`src/hw/rcrc_map.svh`:
```
// Register offsets, field positions, reset values and timing counts.
// Assumes one 20 MHz clock; included by the package and the radio control module.
`ifndef RCRC_MAP_SVH
`define RCRC_MAP_SVH
// ----------------------------------------
// Register offsets
// ----------------------------------------
`define RCRC_A_PWR 8'h00
`define RCRC_A_FLAGS 8'h01
`define RCRC_A_STATUS 8'h02
`define RCRC_A_STATE 8'h03
`define RCRC_A_RSSI 8'h04
`define RCRC_A_THR 8'h05
`define RCRC_A_MDM_LO 8'h06
`define RCRC_A_MDM_HI 8'h07
`define RCRC_A_CORR 8'h08
`define RCRC_A_STROBE 8'h09
// ----------------------------------------
// Field positions and reset values
// ----------------------------------------
`define RCRC_F_REG_ON 0
`define RCRC_F_CCA_FLAG 1
`define RCRC_F_AUTO_CRC 2
`define RCRC_RST_THR 8'hE0
`define RCRC_RST_HYST 3'h2
`define RCRC_RST_MODE 2'h3
// ----------------------------------------
// Strobe command codes
// ----------------------------------------
`define RCRC_C_RX_ON 8'h02
`define RCRC_C_CAL 8'h03
`define RCRC_C_CAL_IMM 8'h04
`define RCRC_C_TX_ON 8'h05
`define RCRC_C_TX_CCA 8'h06
`define RCRC_C_RF_OFF 8'h07
// ----------------------------------------
// Timing
// ----------------------------------------
`define RCRC_CLK_NS 50
`define RCRC_SYM_NS 16000
`define RCRC_RREG_UP_NS 20000
`define RCRC_SYM_CYC ((`RCRC_SYM_NS + `RCRC_CLK_NS - 1) / `RCRC_CLK_NS)
`define RCRC_TX_DLY_CYC (12 * `RCRC_SYM_CYC)
`define RCRC_RX_VLD_CYC (8 * `RCRC_SYM_CYC)
`define RCRC_RREG_CYC ((`RCRC_RREG_UP_NS + `RCRC_CLK_NS - 1) / `RCRC_CLK_NS)
`endif

```
`src/hw/rcrc_pkg.sv`:
```
// Types of the radio control block: state enum and state record.
// Assumes the map header sits beside it.
`include "rcrc_map.svh"
package rcrc_pkg;
  // Operating states of the radio
  typedef enum logic [2:0] {ST_IDLE, ST_RX, ST_SYNTH, ST_TX_WAIT, ST_TX} rcrc_state_e;
  // Whole state of the block
  typedef struct packed {
    rcrc_state_e st;
    logic [8:0] div;
    logic pwr_pd;
    logic [8:0] reg_cnt;
    logic reg_up;
    logic flag_reg;
    logic flag_cca;
    logic [7:0] thr;
    logic [2:0] hyst;
    logic [1:0] mode;
    logic auto_crc;
    logic [11:0] rx_cnt;
    logic [11:0] tx_cnt;
    logic [10:0] acc;
    logic [2:0] acc_n;
    logic [7:0] rssi;
    logic busy;
    logic cca;
    logic [9:0] corr_acc;
    logic [3:0] corr_n;
    logic [6:0] corr;
    logic [7:0] rdata;
    logic preamble;
    logic app_valid;
    logic [6:0] app_corr;
    logic [7:0] app_rssi;
    logic app_crc;
  } rcrc_regs_s;
endpackage

```
`src/hw/rcrc_radio_ctrl.sv`:
```
// Radio control: state machine, regulator bring-up, signal strength,
// correlation and clear channel assessment behind a small register port.
// Assumes analog side inputs are synchronous to mclk.
`timescale 1ns/1ps
`default_nettype none
`include "rcrc_map.svh"
module rcrc_radio_ctrl (
  input wire logic mclk,
  input wire logic rst_b,
  input wire logic [7:0] reg_addr,
  input wire logic [7:0] reg_wdata,
  input wire logic reg_wr,
  input wire logic reg_rd,
  output logic [7:0] reg_rdata,
  input wire logic [7:0] rssi_in,
  input wire logic [6:0] corr_in,
  input wire logic sfd_det,
  input wire logic rx_data_valid,
  input wire logic frame_done,
  input wire logic crc_ok,
  input wire logic tx_done,
  input wire logic crystal_stable,
  output logic radio_regulator_powerdown,
  output logic synth_on,
  output logic rx_on,
  output logic tx_active,
  output logic preamble_start,
  output logic clear_channel,
  output logic [7:0] signal_strength_value,
  output logic append_valid,
  output logic [6:0] append_corr,
  output logic [7:0] append_rssi,
  output logic append_crc_ok
);
  import rcrc_pkg::*;

  // ----------------------------------------
  // State and decode
  // ----------------------------------------
  rcrc_regs_s s; // Registered state
  rcrc_regs_s next_s; // Next state
  logic stb; // Strobe register written
  logic tick; // One pulse per symbol period
  logic cmd_tx; // Any accepted transmit strobe
  logic e_clear; // Energy below threshold, with hysteresis
  logic m_clear; // Result of the selected mode
  logic signed [8:0] lower; // Threshold minus hysteresis

  assign stb = reg_wr && (reg_addr == `RCRC_A_STROBE);
  assign tick = (s.div == 9'(`RCRC_SYM_CYC - 1));

  // Clear channel decision from averaged strength and data valid, per mode
  always_comb begin
    lower = $signed({s.thr[7], s.thr}) - $signed({6'h00, s.hyst});
    if (s.busy) begin
      e_clear = $signed({s.rssi[7], s.rssi}) < lower;
    end else begin
      e_clear = $signed(s.rssi) < $signed(s.thr);
    end
    case (s.mode)
      2'h1: m_clear = e_clear;
      2'h2: m_clear = !rx_data_valid;
      2'h3: m_clear = e_clear && !rx_data_valid;
      default: m_clear = e_clear; // Reserved code behaves as energy mode
    endcase
  end

  // ----------------------------------------
  // Next-state logic
  // ----------------------------------------
  // All next-state updates in one process; configuration only clears on rst_b
  always_comb begin
    next_s = s;
    cmd_tx = 1'b0;
    next_s.preamble = 1'b0;
    next_s.app_valid = 1'b0;
    next_s.div = tick ? 9'h000 : 9'(s.div + 9'h001);
    // Register writes; no power-mode clear of configuration
    if (reg_wr) begin
      case (reg_addr)
        `RCRC_A_PWR: next_s.pwr_pd = reg_wdata[0];
        `RCRC_A_THR: next_s.thr = reg_wdata;
        `RCRC_A_MDM_LO: begin
          next_s.mode = reg_wdata[1:0];
          next_s.auto_crc = reg_wdata[`RCRC_F_AUTO_CRC];
        end
        `RCRC_A_MDM_HI: next_s.hyst = reg_wdata[2:0];
        default: next_s.thr = s.thr;
      endcase
    end
    // Write-one-to-clear flags; a set in the same cycle wins below
    if (reg_wr && reg_addr == `RCRC_A_FLAGS) begin
      next_s.flag_reg = s.flag_reg && !reg_wdata[`RCRC_F_REG_ON];
      next_s.flag_cca = s.flag_cca && !reg_wdata[`RCRC_F_CCA_FLAG];
    end
    // Regulator start-up timer
    if (s.pwr_pd) begin
      next_s.reg_cnt = 9'h000;
      next_s.reg_up = 1'b0;
    end else if (!s.reg_up) begin
      if (s.reg_cnt == 9'(`RCRC_RREG_CYC - 1)) begin
        next_s.reg_up = 1'b1;
        next_s.flag_reg = 1'b1;
      end else begin
        next_s.reg_cnt = 9'(s.reg_cnt + 9'h001);
      end
    end
    // Radio state machine, driven by strobes, the transmit delay count and tx_done
    case (s.st)
      ST_IDLE: begin
        if (stb && (reg_wdata == `RCRC_C_CAL || reg_wdata == `RCRC_C_CAL_IMM)) begin
          next_s.st = ST_SYNTH;
        end else if (stb && reg_wdata == `RCRC_C_RX_ON) begin
          next_s.st = ST_RX;
        end else if (stb && reg_wdata == `RCRC_C_TX_ON) begin
          cmd_tx = 1'b1;
        end
      end
      ST_RX: begin
        if (stb && (reg_wdata == `RCRC_C_CAL || reg_wdata == `RCRC_C_CAL_IMM)) begin
          next_s.st = ST_SYNTH;
        end else if (stb && reg_wdata == `RCRC_C_TX_ON) begin
          cmd_tx = 1'b1;
        end else if (stb && reg_wdata == `RCRC_C_TX_CCA && s.cca) begin
          cmd_tx = 1'b1; // Busy channel drops the strobe
        end
      end
      ST_SYNTH: begin
        // Synth runs but waits for an explicit transmit
        if (stb && reg_wdata == `RCRC_C_TX_ON) begin
          cmd_tx = 1'b1;
        end else if (stb && reg_wdata == `RCRC_C_RX_ON) begin
          next_s.st = ST_RX;
        end
      end
      ST_TX_WAIT: begin
        if (s.tx_cnt == 12'(`RCRC_TX_DLY_CYC - 1)) begin
          next_s.st = ST_TX;
          next_s.preamble = 1'b1;
        end else begin
          next_s.tx_cnt = 12'(s.tx_cnt + 12'h001);
        end
      end
      ST_TX: begin
        if (tx_done) begin
          next_s.st = ST_RX; // Frame sent, back to listening
        end
      end
      default: next_s.st = ST_IDLE;
    endcase
    if (cmd_tx) begin
      next_s.st = ST_TX_WAIT;
      next_s.tx_cnt = 12'h000;
    end
    if (stb && reg_wdata == `RCRC_C_RF_OFF) begin
      next_s.st = ST_IDLE;
      next_s.preamble = 1'b0;
    end
    // Receiver (re)entry restarts the validity window
    if (next_s.st == ST_RX && s.st != ST_RX) begin
      next_s.rx_cnt = 12'h000;
      next_s.cca = 1'b0;
      next_s.busy = 1'b0;
    end
    // Strength averaging; frozen in idle
    if (s.st != ST_IDLE && tick) begin
      if (s.acc_n == 3'h7) begin
        next_s.acc = 11'h000;
        next_s.rssi = 8'(($signed(s.acc) + $signed({{3{rssi_in[7]}}, rssi_in})) >>> 3);
      end else begin
        next_s.acc = 11'($signed(s.acc) + $signed({{3{rssi_in[7]}}, rssi_in}));
      end
      next_s.acc_n = 3'(s.acc_n + 3'h1);
    end
    // Clear channel only once receiver has run eight symbols
    if (s.st == ST_RX) begin
      if (s.rx_cnt != 12'(`RCRC_RX_VLD_CYC)) begin
        next_s.rx_cnt = 12'(s.rx_cnt + 12'h001);
      end else begin
        next_s.cca = m_clear;
        next_s.busy = !e_clear;
        if (m_clear && !s.cca) begin
          next_s.flag_cca = 1'b1;
        end
      end
    end
    // Correlation average over eight symbols after the delimiter
    if (s.st == ST_RX && sfd_det) begin
      next_s.corr_acc = 10'h000;
      next_s.corr_n = 4'h0;
    end else if (tick && s.corr_n != 4'h8) begin
      next_s.corr_acc = 10'(s.corr_acc + {3'h0, corr_in});
      next_s.corr_n = 4'(s.corr_n + 4'h1);
      if (s.corr_n == 4'h7) begin
        next_s.corr = 7'((s.corr_acc + {3'h0, corr_in}) >> 3);
      end
    end
    // Status append at frame end
    if (s.st == ST_RX && frame_done && s.auto_crc) begin
      next_s.app_valid = 1'b1;
      next_s.app_corr = s.corr;
      next_s.app_rssi = s.rssi;
      next_s.app_crc = crc_ok;
    end
    // Read data, one cycle after the strobe
    next_s.rdata = 8'h00;
    if (reg_rd) begin
      case (reg_addr)
        `RCRC_A_PWR: next_s.rdata = {7'h00, s.pwr_pd};
        `RCRC_A_FLAGS: next_s.rdata = {6'h00, s.flag_cca, s.flag_reg};
        `RCRC_A_STATUS: next_s.rdata = {5'h00, crystal_stable, s.st == ST_TX, s.cca};
        `RCRC_A_STATE: next_s.rdata = 8'(s.st);
        `RCRC_A_RSSI: next_s.rdata = s.rssi;
        `RCRC_A_THR: next_s.rdata = s.thr;
        `RCRC_A_MDM_LO: next_s.rdata = {5'h00, s.auto_crc, s.mode};
        `RCRC_A_MDM_HI: next_s.rdata = {5'h00, s.hyst};
        `RCRC_A_CORR: next_s.rdata = {1'b0, s.corr};
        default: next_s.rdata = 8'h00;
      endcase
    end
  end

  // ----------------------------------------
  // State register
  // ----------------------------------------
  // Synchronous reset; the only path that clears configuration
  always_ff @(posedge mclk) begin
    if (!rst_b) begin
      s <= '0;
      s.st <= ST_IDLE;
      s.pwr_pd <= 1'b1;
      s.thr <= `RCRC_RST_THR;
      s.hyst <= `RCRC_RST_HYST;
      s.mode <= `RCRC_RST_MODE;
      s.corr_n <= 4'h8;
    end else begin
      s <= next_s;
    end
  end

  // Outputs
  assign reg_rdata = s.rdata;
  assign radio_regulator_powerdown = s.pwr_pd;
  assign synth_on = (s.st != ST_IDLE);
  assign rx_on = (s.st == ST_RX);
  assign tx_active = (s.st == ST_TX);
  assign preamble_start = s.preamble;
  assign clear_channel = s.cca;
  assign signal_strength_value = s.rssi;
  assign append_valid = s.app_valid;
  assign append_corr = s.app_corr;
  assign append_rssi = s.app_rssi;
  assign append_crc_ok = s.app_crc;
endmodule
`default_nettype wire

```
`config.mk`:
```
export PLATFORM = sky130hd
export DESIGN_NAME = rcrc_radio_ctrl
export DESIGN_NICKNAME = d
export VERILOG_FILES = /design/src/hw/rcrc_pkg.sv /design/src/hw/rcrc_radio_ctrl.sv
export VERILOG_INCLUDE_DIRS = /design/src /design/src/hw
export SDC_FILE = /design/constraint.sdc
export NUM_CORES = 1
export LEC_CHECK = 0
export ABC_AREA = 1
export BUFFER_PORTS_ARGS = -buffer_cell sky130_fd_sc_hd__buf_2
export CAP_MARGIN = 20
export CORE_MARGIN = 3
export CORE_UTILIZATION = 45
export CTS_BUF_LIST = sky130_fd_sc_hd__clkbuf_4 sky130_fd_sc_hd__clkbuf_8 sky130_fd_sc_hd__clkbuf_16
export DETAILED_ROUTE_END_ITERATION = 7
export PLACE_DENSITY = 0.61
export SLEW_MARGIN = 20
export SYNTH_ARGS = -nofsm -noshare
export SYNTH_HDL_FRONTEND = slang
export SYNTH_SLANG_ARGS = --single-unit
```
`constraint.sdc`:
```
create_clock -name mclk -period 3.6 [get_ports mclk]
set_clock_uncertainty 0.1 [all_clocks]
set_input_delay 0 -clock mclk [delete_from_list [all_inputs] [get_ports mclk]]
set_output_delay 0 -clock mclk [all_outputs]
set_load 0.01 [all_outputs]
```
==> results.md <==
* Status: finished, final reports clean
* Port buffer count at between 70 and 80
* Final #Nets at 1227
* Clock latency on the worst-skew pair at ~0.42 ns
* Highest-count cells in the layout ignoring fill and taps: nand2_1 (185), inv_1 (142), dfxtp_1 (134), nor2_1 (132), a21oi_1 (103)
* DR pass1 iterations at 5
* Pins Over Slew Limit at 0
* Pwr Density at 403 nW/um2
* Crit Path Category: reg2reg
* RSZ-0062 raised after global routing: no
* Worst path cell trace: inv_1 > ha_1 > nand2_1 > nor2_1 > a211oi_1 > nand3_1 > nor3_1 > xor2_1 > ha_1 > nand2_1 > nor2_1 > o211ai_1 > nand3_1 > nand2_1 > nand2_1 > nand2_1 > nand2_1 > nand2_1 > nand3_1 > a21oi_1
* Yosys reg bits at between 100 and 150
* Drt drc at 0
* Count of antenna diodes in the layout at 0
* Clock slew at reported path FFs at 0.06 ns
* Top Ports at 80
* CP max stage cell: dfxtp_1
* MaxCap Viol Count at 0
* Most frequent CP cell: nand2_1
* Slew headroom at 0.550
* Global route overflow at 0
* Crit. End Element: flip-flop
* Root Buffer: clkbuf_16
* Layout cell share with drive strength beyond 1 at 0.129
* Highest Signal Layer: met4
* WL met3 at between 700 and 800 um
* Period minus WS final at slightly above 3 ns
* Hold/Removal Path Class: in2reg
* Delay-heaviest family, CP: simple AND/OR/NAND/NOR gates
* WL met2 at between 8000 and 9000 um
* FP Rows at 47
* Distinct cells, synth at 46
* Die ar. at 18600 um2
* Synth Instances at 1062
* P_leak at approximately 4.0 nW
* P&R area growth vs syn at 16.9%
* Vias at slightly below 7k
* CTS Buffer Depth at 2
* Die Wd at between 100 and 150 um
* Fill cells at 1628
* CP arrival at 3.20 ns
* Worst path bufs/invs at 1
* Area occupied by multi-input gates at between 4000 and 5000 um2
* Hpwl dp at about 14000 um
* Worst endpoint required time at roughly 3.8 ns
* Resize count post-CTS at 0
* Mapped Area at between 7000 and 8000 um2
* Synthesized area per cell at a little over 7 um2
* Final instance area at between 8000 and 9000 um2
* Clock Sinks at about 130
* Number of global-route vias before repair at around 6.2k
* Final hold viol count at 0
* First-pass GRT wire length at around 30000 um
* Initial Util at 0.461
* CTS H-tree lvls at 4
* Met1 WL at between 9000 and 10000 um
* R2R setup slack at around 0.58 ns
* Post-Route Utilization at 0.539
* Register area share after synthesis at 0.351
* Tot GR Track Use at 0.203
* Commonest non-fill, non-tap cell in the layout: nand2_1
* Drt initial violations at 351
* Core ar. at around 17000 um2
* Total wire length at 18700 um
* DR WL/cell at between 10 and 15 um
* Num CTS Buffers at 17
* Worst slew pin tran at ~0.67 ns
* Pre-CTS setup slack at roughly 0.59 ns
* CP Max Fanout at 3
* Register Area at roughly 2700 um2
* Placed cell area at about 8000 um2
* YS warnings at 0
* Antenna Nets Post-Route at 0
* Fmax at 0.331 GHz
* CTS tree: built
* Initial antenna violation count at 0
* VDD IR max at between 0.3 and 0.4 mV
* GPL Wtd Cong at 0.875
* Setup TNS at 0 ns
* Fin crit share at 0.840
* Die Ht at 136 um
* Setup Viol. Count Final at 0
* Worst path max stage delay at 0.38 ns
* Final Worst Setup Slack at between 0.5 and 0.6 ns
* Largest net degree at the start of global routing at between 40 and 50
* Crit path launch type: flip-flop
* Vias/cell at roughly 5
* Mapped Nets at 1150
==> cells by family after synthesis <==
logic type,count (synthesis),synth area share
AND/OR/NAND/NOR,429,0.247
AO/OA/AOI/OAI,206,0.153
buffers and inverters,202,0.118
flip-flops,134,0.351
adder cells (fa/ha/maj),47,0.0798
XOR/XNOR,44,0.0504
==> through the flow <==
step / hold slack, ns / total power, mW / instances
6_report: 0.0282 / 3.61 / 1371
5_1_grt: 0.0640 / 3.74 / 1371
4_1_cts: 0.0131 / 3.65 / 1371
3_5_place_dp: 0.149 / 1.65 / 1313
3_3_place_gp: 0.146 / 1.65 / 1313
2_1_floorplan: 0.0304 / 1.59 / 1062
==> what timing repair did <==
item                                   4_1_cts  5_1_grt
hold buffers                                27        0
setup buffers                                0        0
endpoints found under the hold margin       34        0
==> layout make-up <==
class	count	area share
inverters	150	0.0635
well taps	220	0.0308
flip-flops and latches	134	0.300
clock buffers	18	0.0484
clock inverters	13	0.0256
multi-input cells	726	0.454
repair buffers	110	0.0778
==> report_power, final <==
group,internal (mW),switching [mW],total (mW)
combinational,0.0588,0.0901,0.149
clock,1.30,0.668,1.97
sequential,1.49,0.00215,1.49
total,2.85,0.760,3.61
==> synth_stat cells (all sizes together) <==
library cell | count | area share
nand2 | 190 | 0.096
inv | 148 | 0.073
nor2 | 139 | 0.072
dfxtp | 134 | 0.35
a21oi | 103 | 0.067
o21ai | 61 | 0.040
nand3 | 54 | 0.036
ha | 44 | 0.072
buf | 40 | 0.038
xor2 | 36 | 0.041
nor3 | 21 | 0.018
nand4 | 16 | 0.015
a211oi | 12 | 0.017
clkbuf | 12 | 0.0059
o211ai | 10 | 0.0098
xnor2 | 8 | 0.0092
o22ai | 7 | 0.0057
o221ai | 4 | 0.0046
fa | 3 | 0.0079
nor3b | 3 | 0.0029
nor4 | 3 | 0.0033
o21bai | 3 | 0.0029
a221oi | 2 | 0.0023
clkinv | 2 | 0.0016
nand3b | 2 | 0.0036
a21o | 1 | 0.00098
a31oi | 1 | 0.00082
and3 | 1 | 0.00082
o21a | 1 | 0.00098
o31ai | 1 | 0.00098
==> flip-flops by register name, indices dropped and copies added (netlist names) <==
name                       cells
s                             98
append_rssi                    8
reg_rdata                      8
signal_strength_value          8
append_corr                    7
append_crc_ok                  1
append_valid                   1
clear_channel                  1
preamble_start                 1
radio_regulator_powerdown      1
==> worst reg2reg max path: stages (launching register included) <==
cell,delay [ns]
dfxtp_1,0.38
inv_1,0.09
ha_1,0.29
nand2_1,0.06
nor2_1,0.04
a211oi_1,0.32
nand3_1,0.17
nor3_1,0.22
xor2_1,0.12
ha_1,0.28
nand2_1,0.05
nor2_1,0.13
o211ai_1,0.13
nand3_1,0.11
nand2_1,0.05
nand2_1,0.05
nand2_1,0.04
nand2_1,0.08
nand2_1,0.07
nand3_1,0.07
a21oi_1,0.06
==> worst paths after layout <==
path / end / from / cells past startpoint
max: s[109] / s[99] / 20
min: radio_regulator_powerdown / reg_addr[2] / 6
max reg2reg: s[109] / s[99] / 20
min reg2reg: append_rssi[3] / append_rssi[3] / 2
==> per-layer routing <==
| metal | vias up | GRT usage |
|---|---|---|
| li1 | 3601 | - |
| met1 | 3113 | 0.283 |
| met2 | 129 | 0.315 |
| met3 | 24 | 0.0392 |
| met4 | 0 | 0.0689 |
| met5 | - | 0 |
Power figures use the tool's default switching activity.
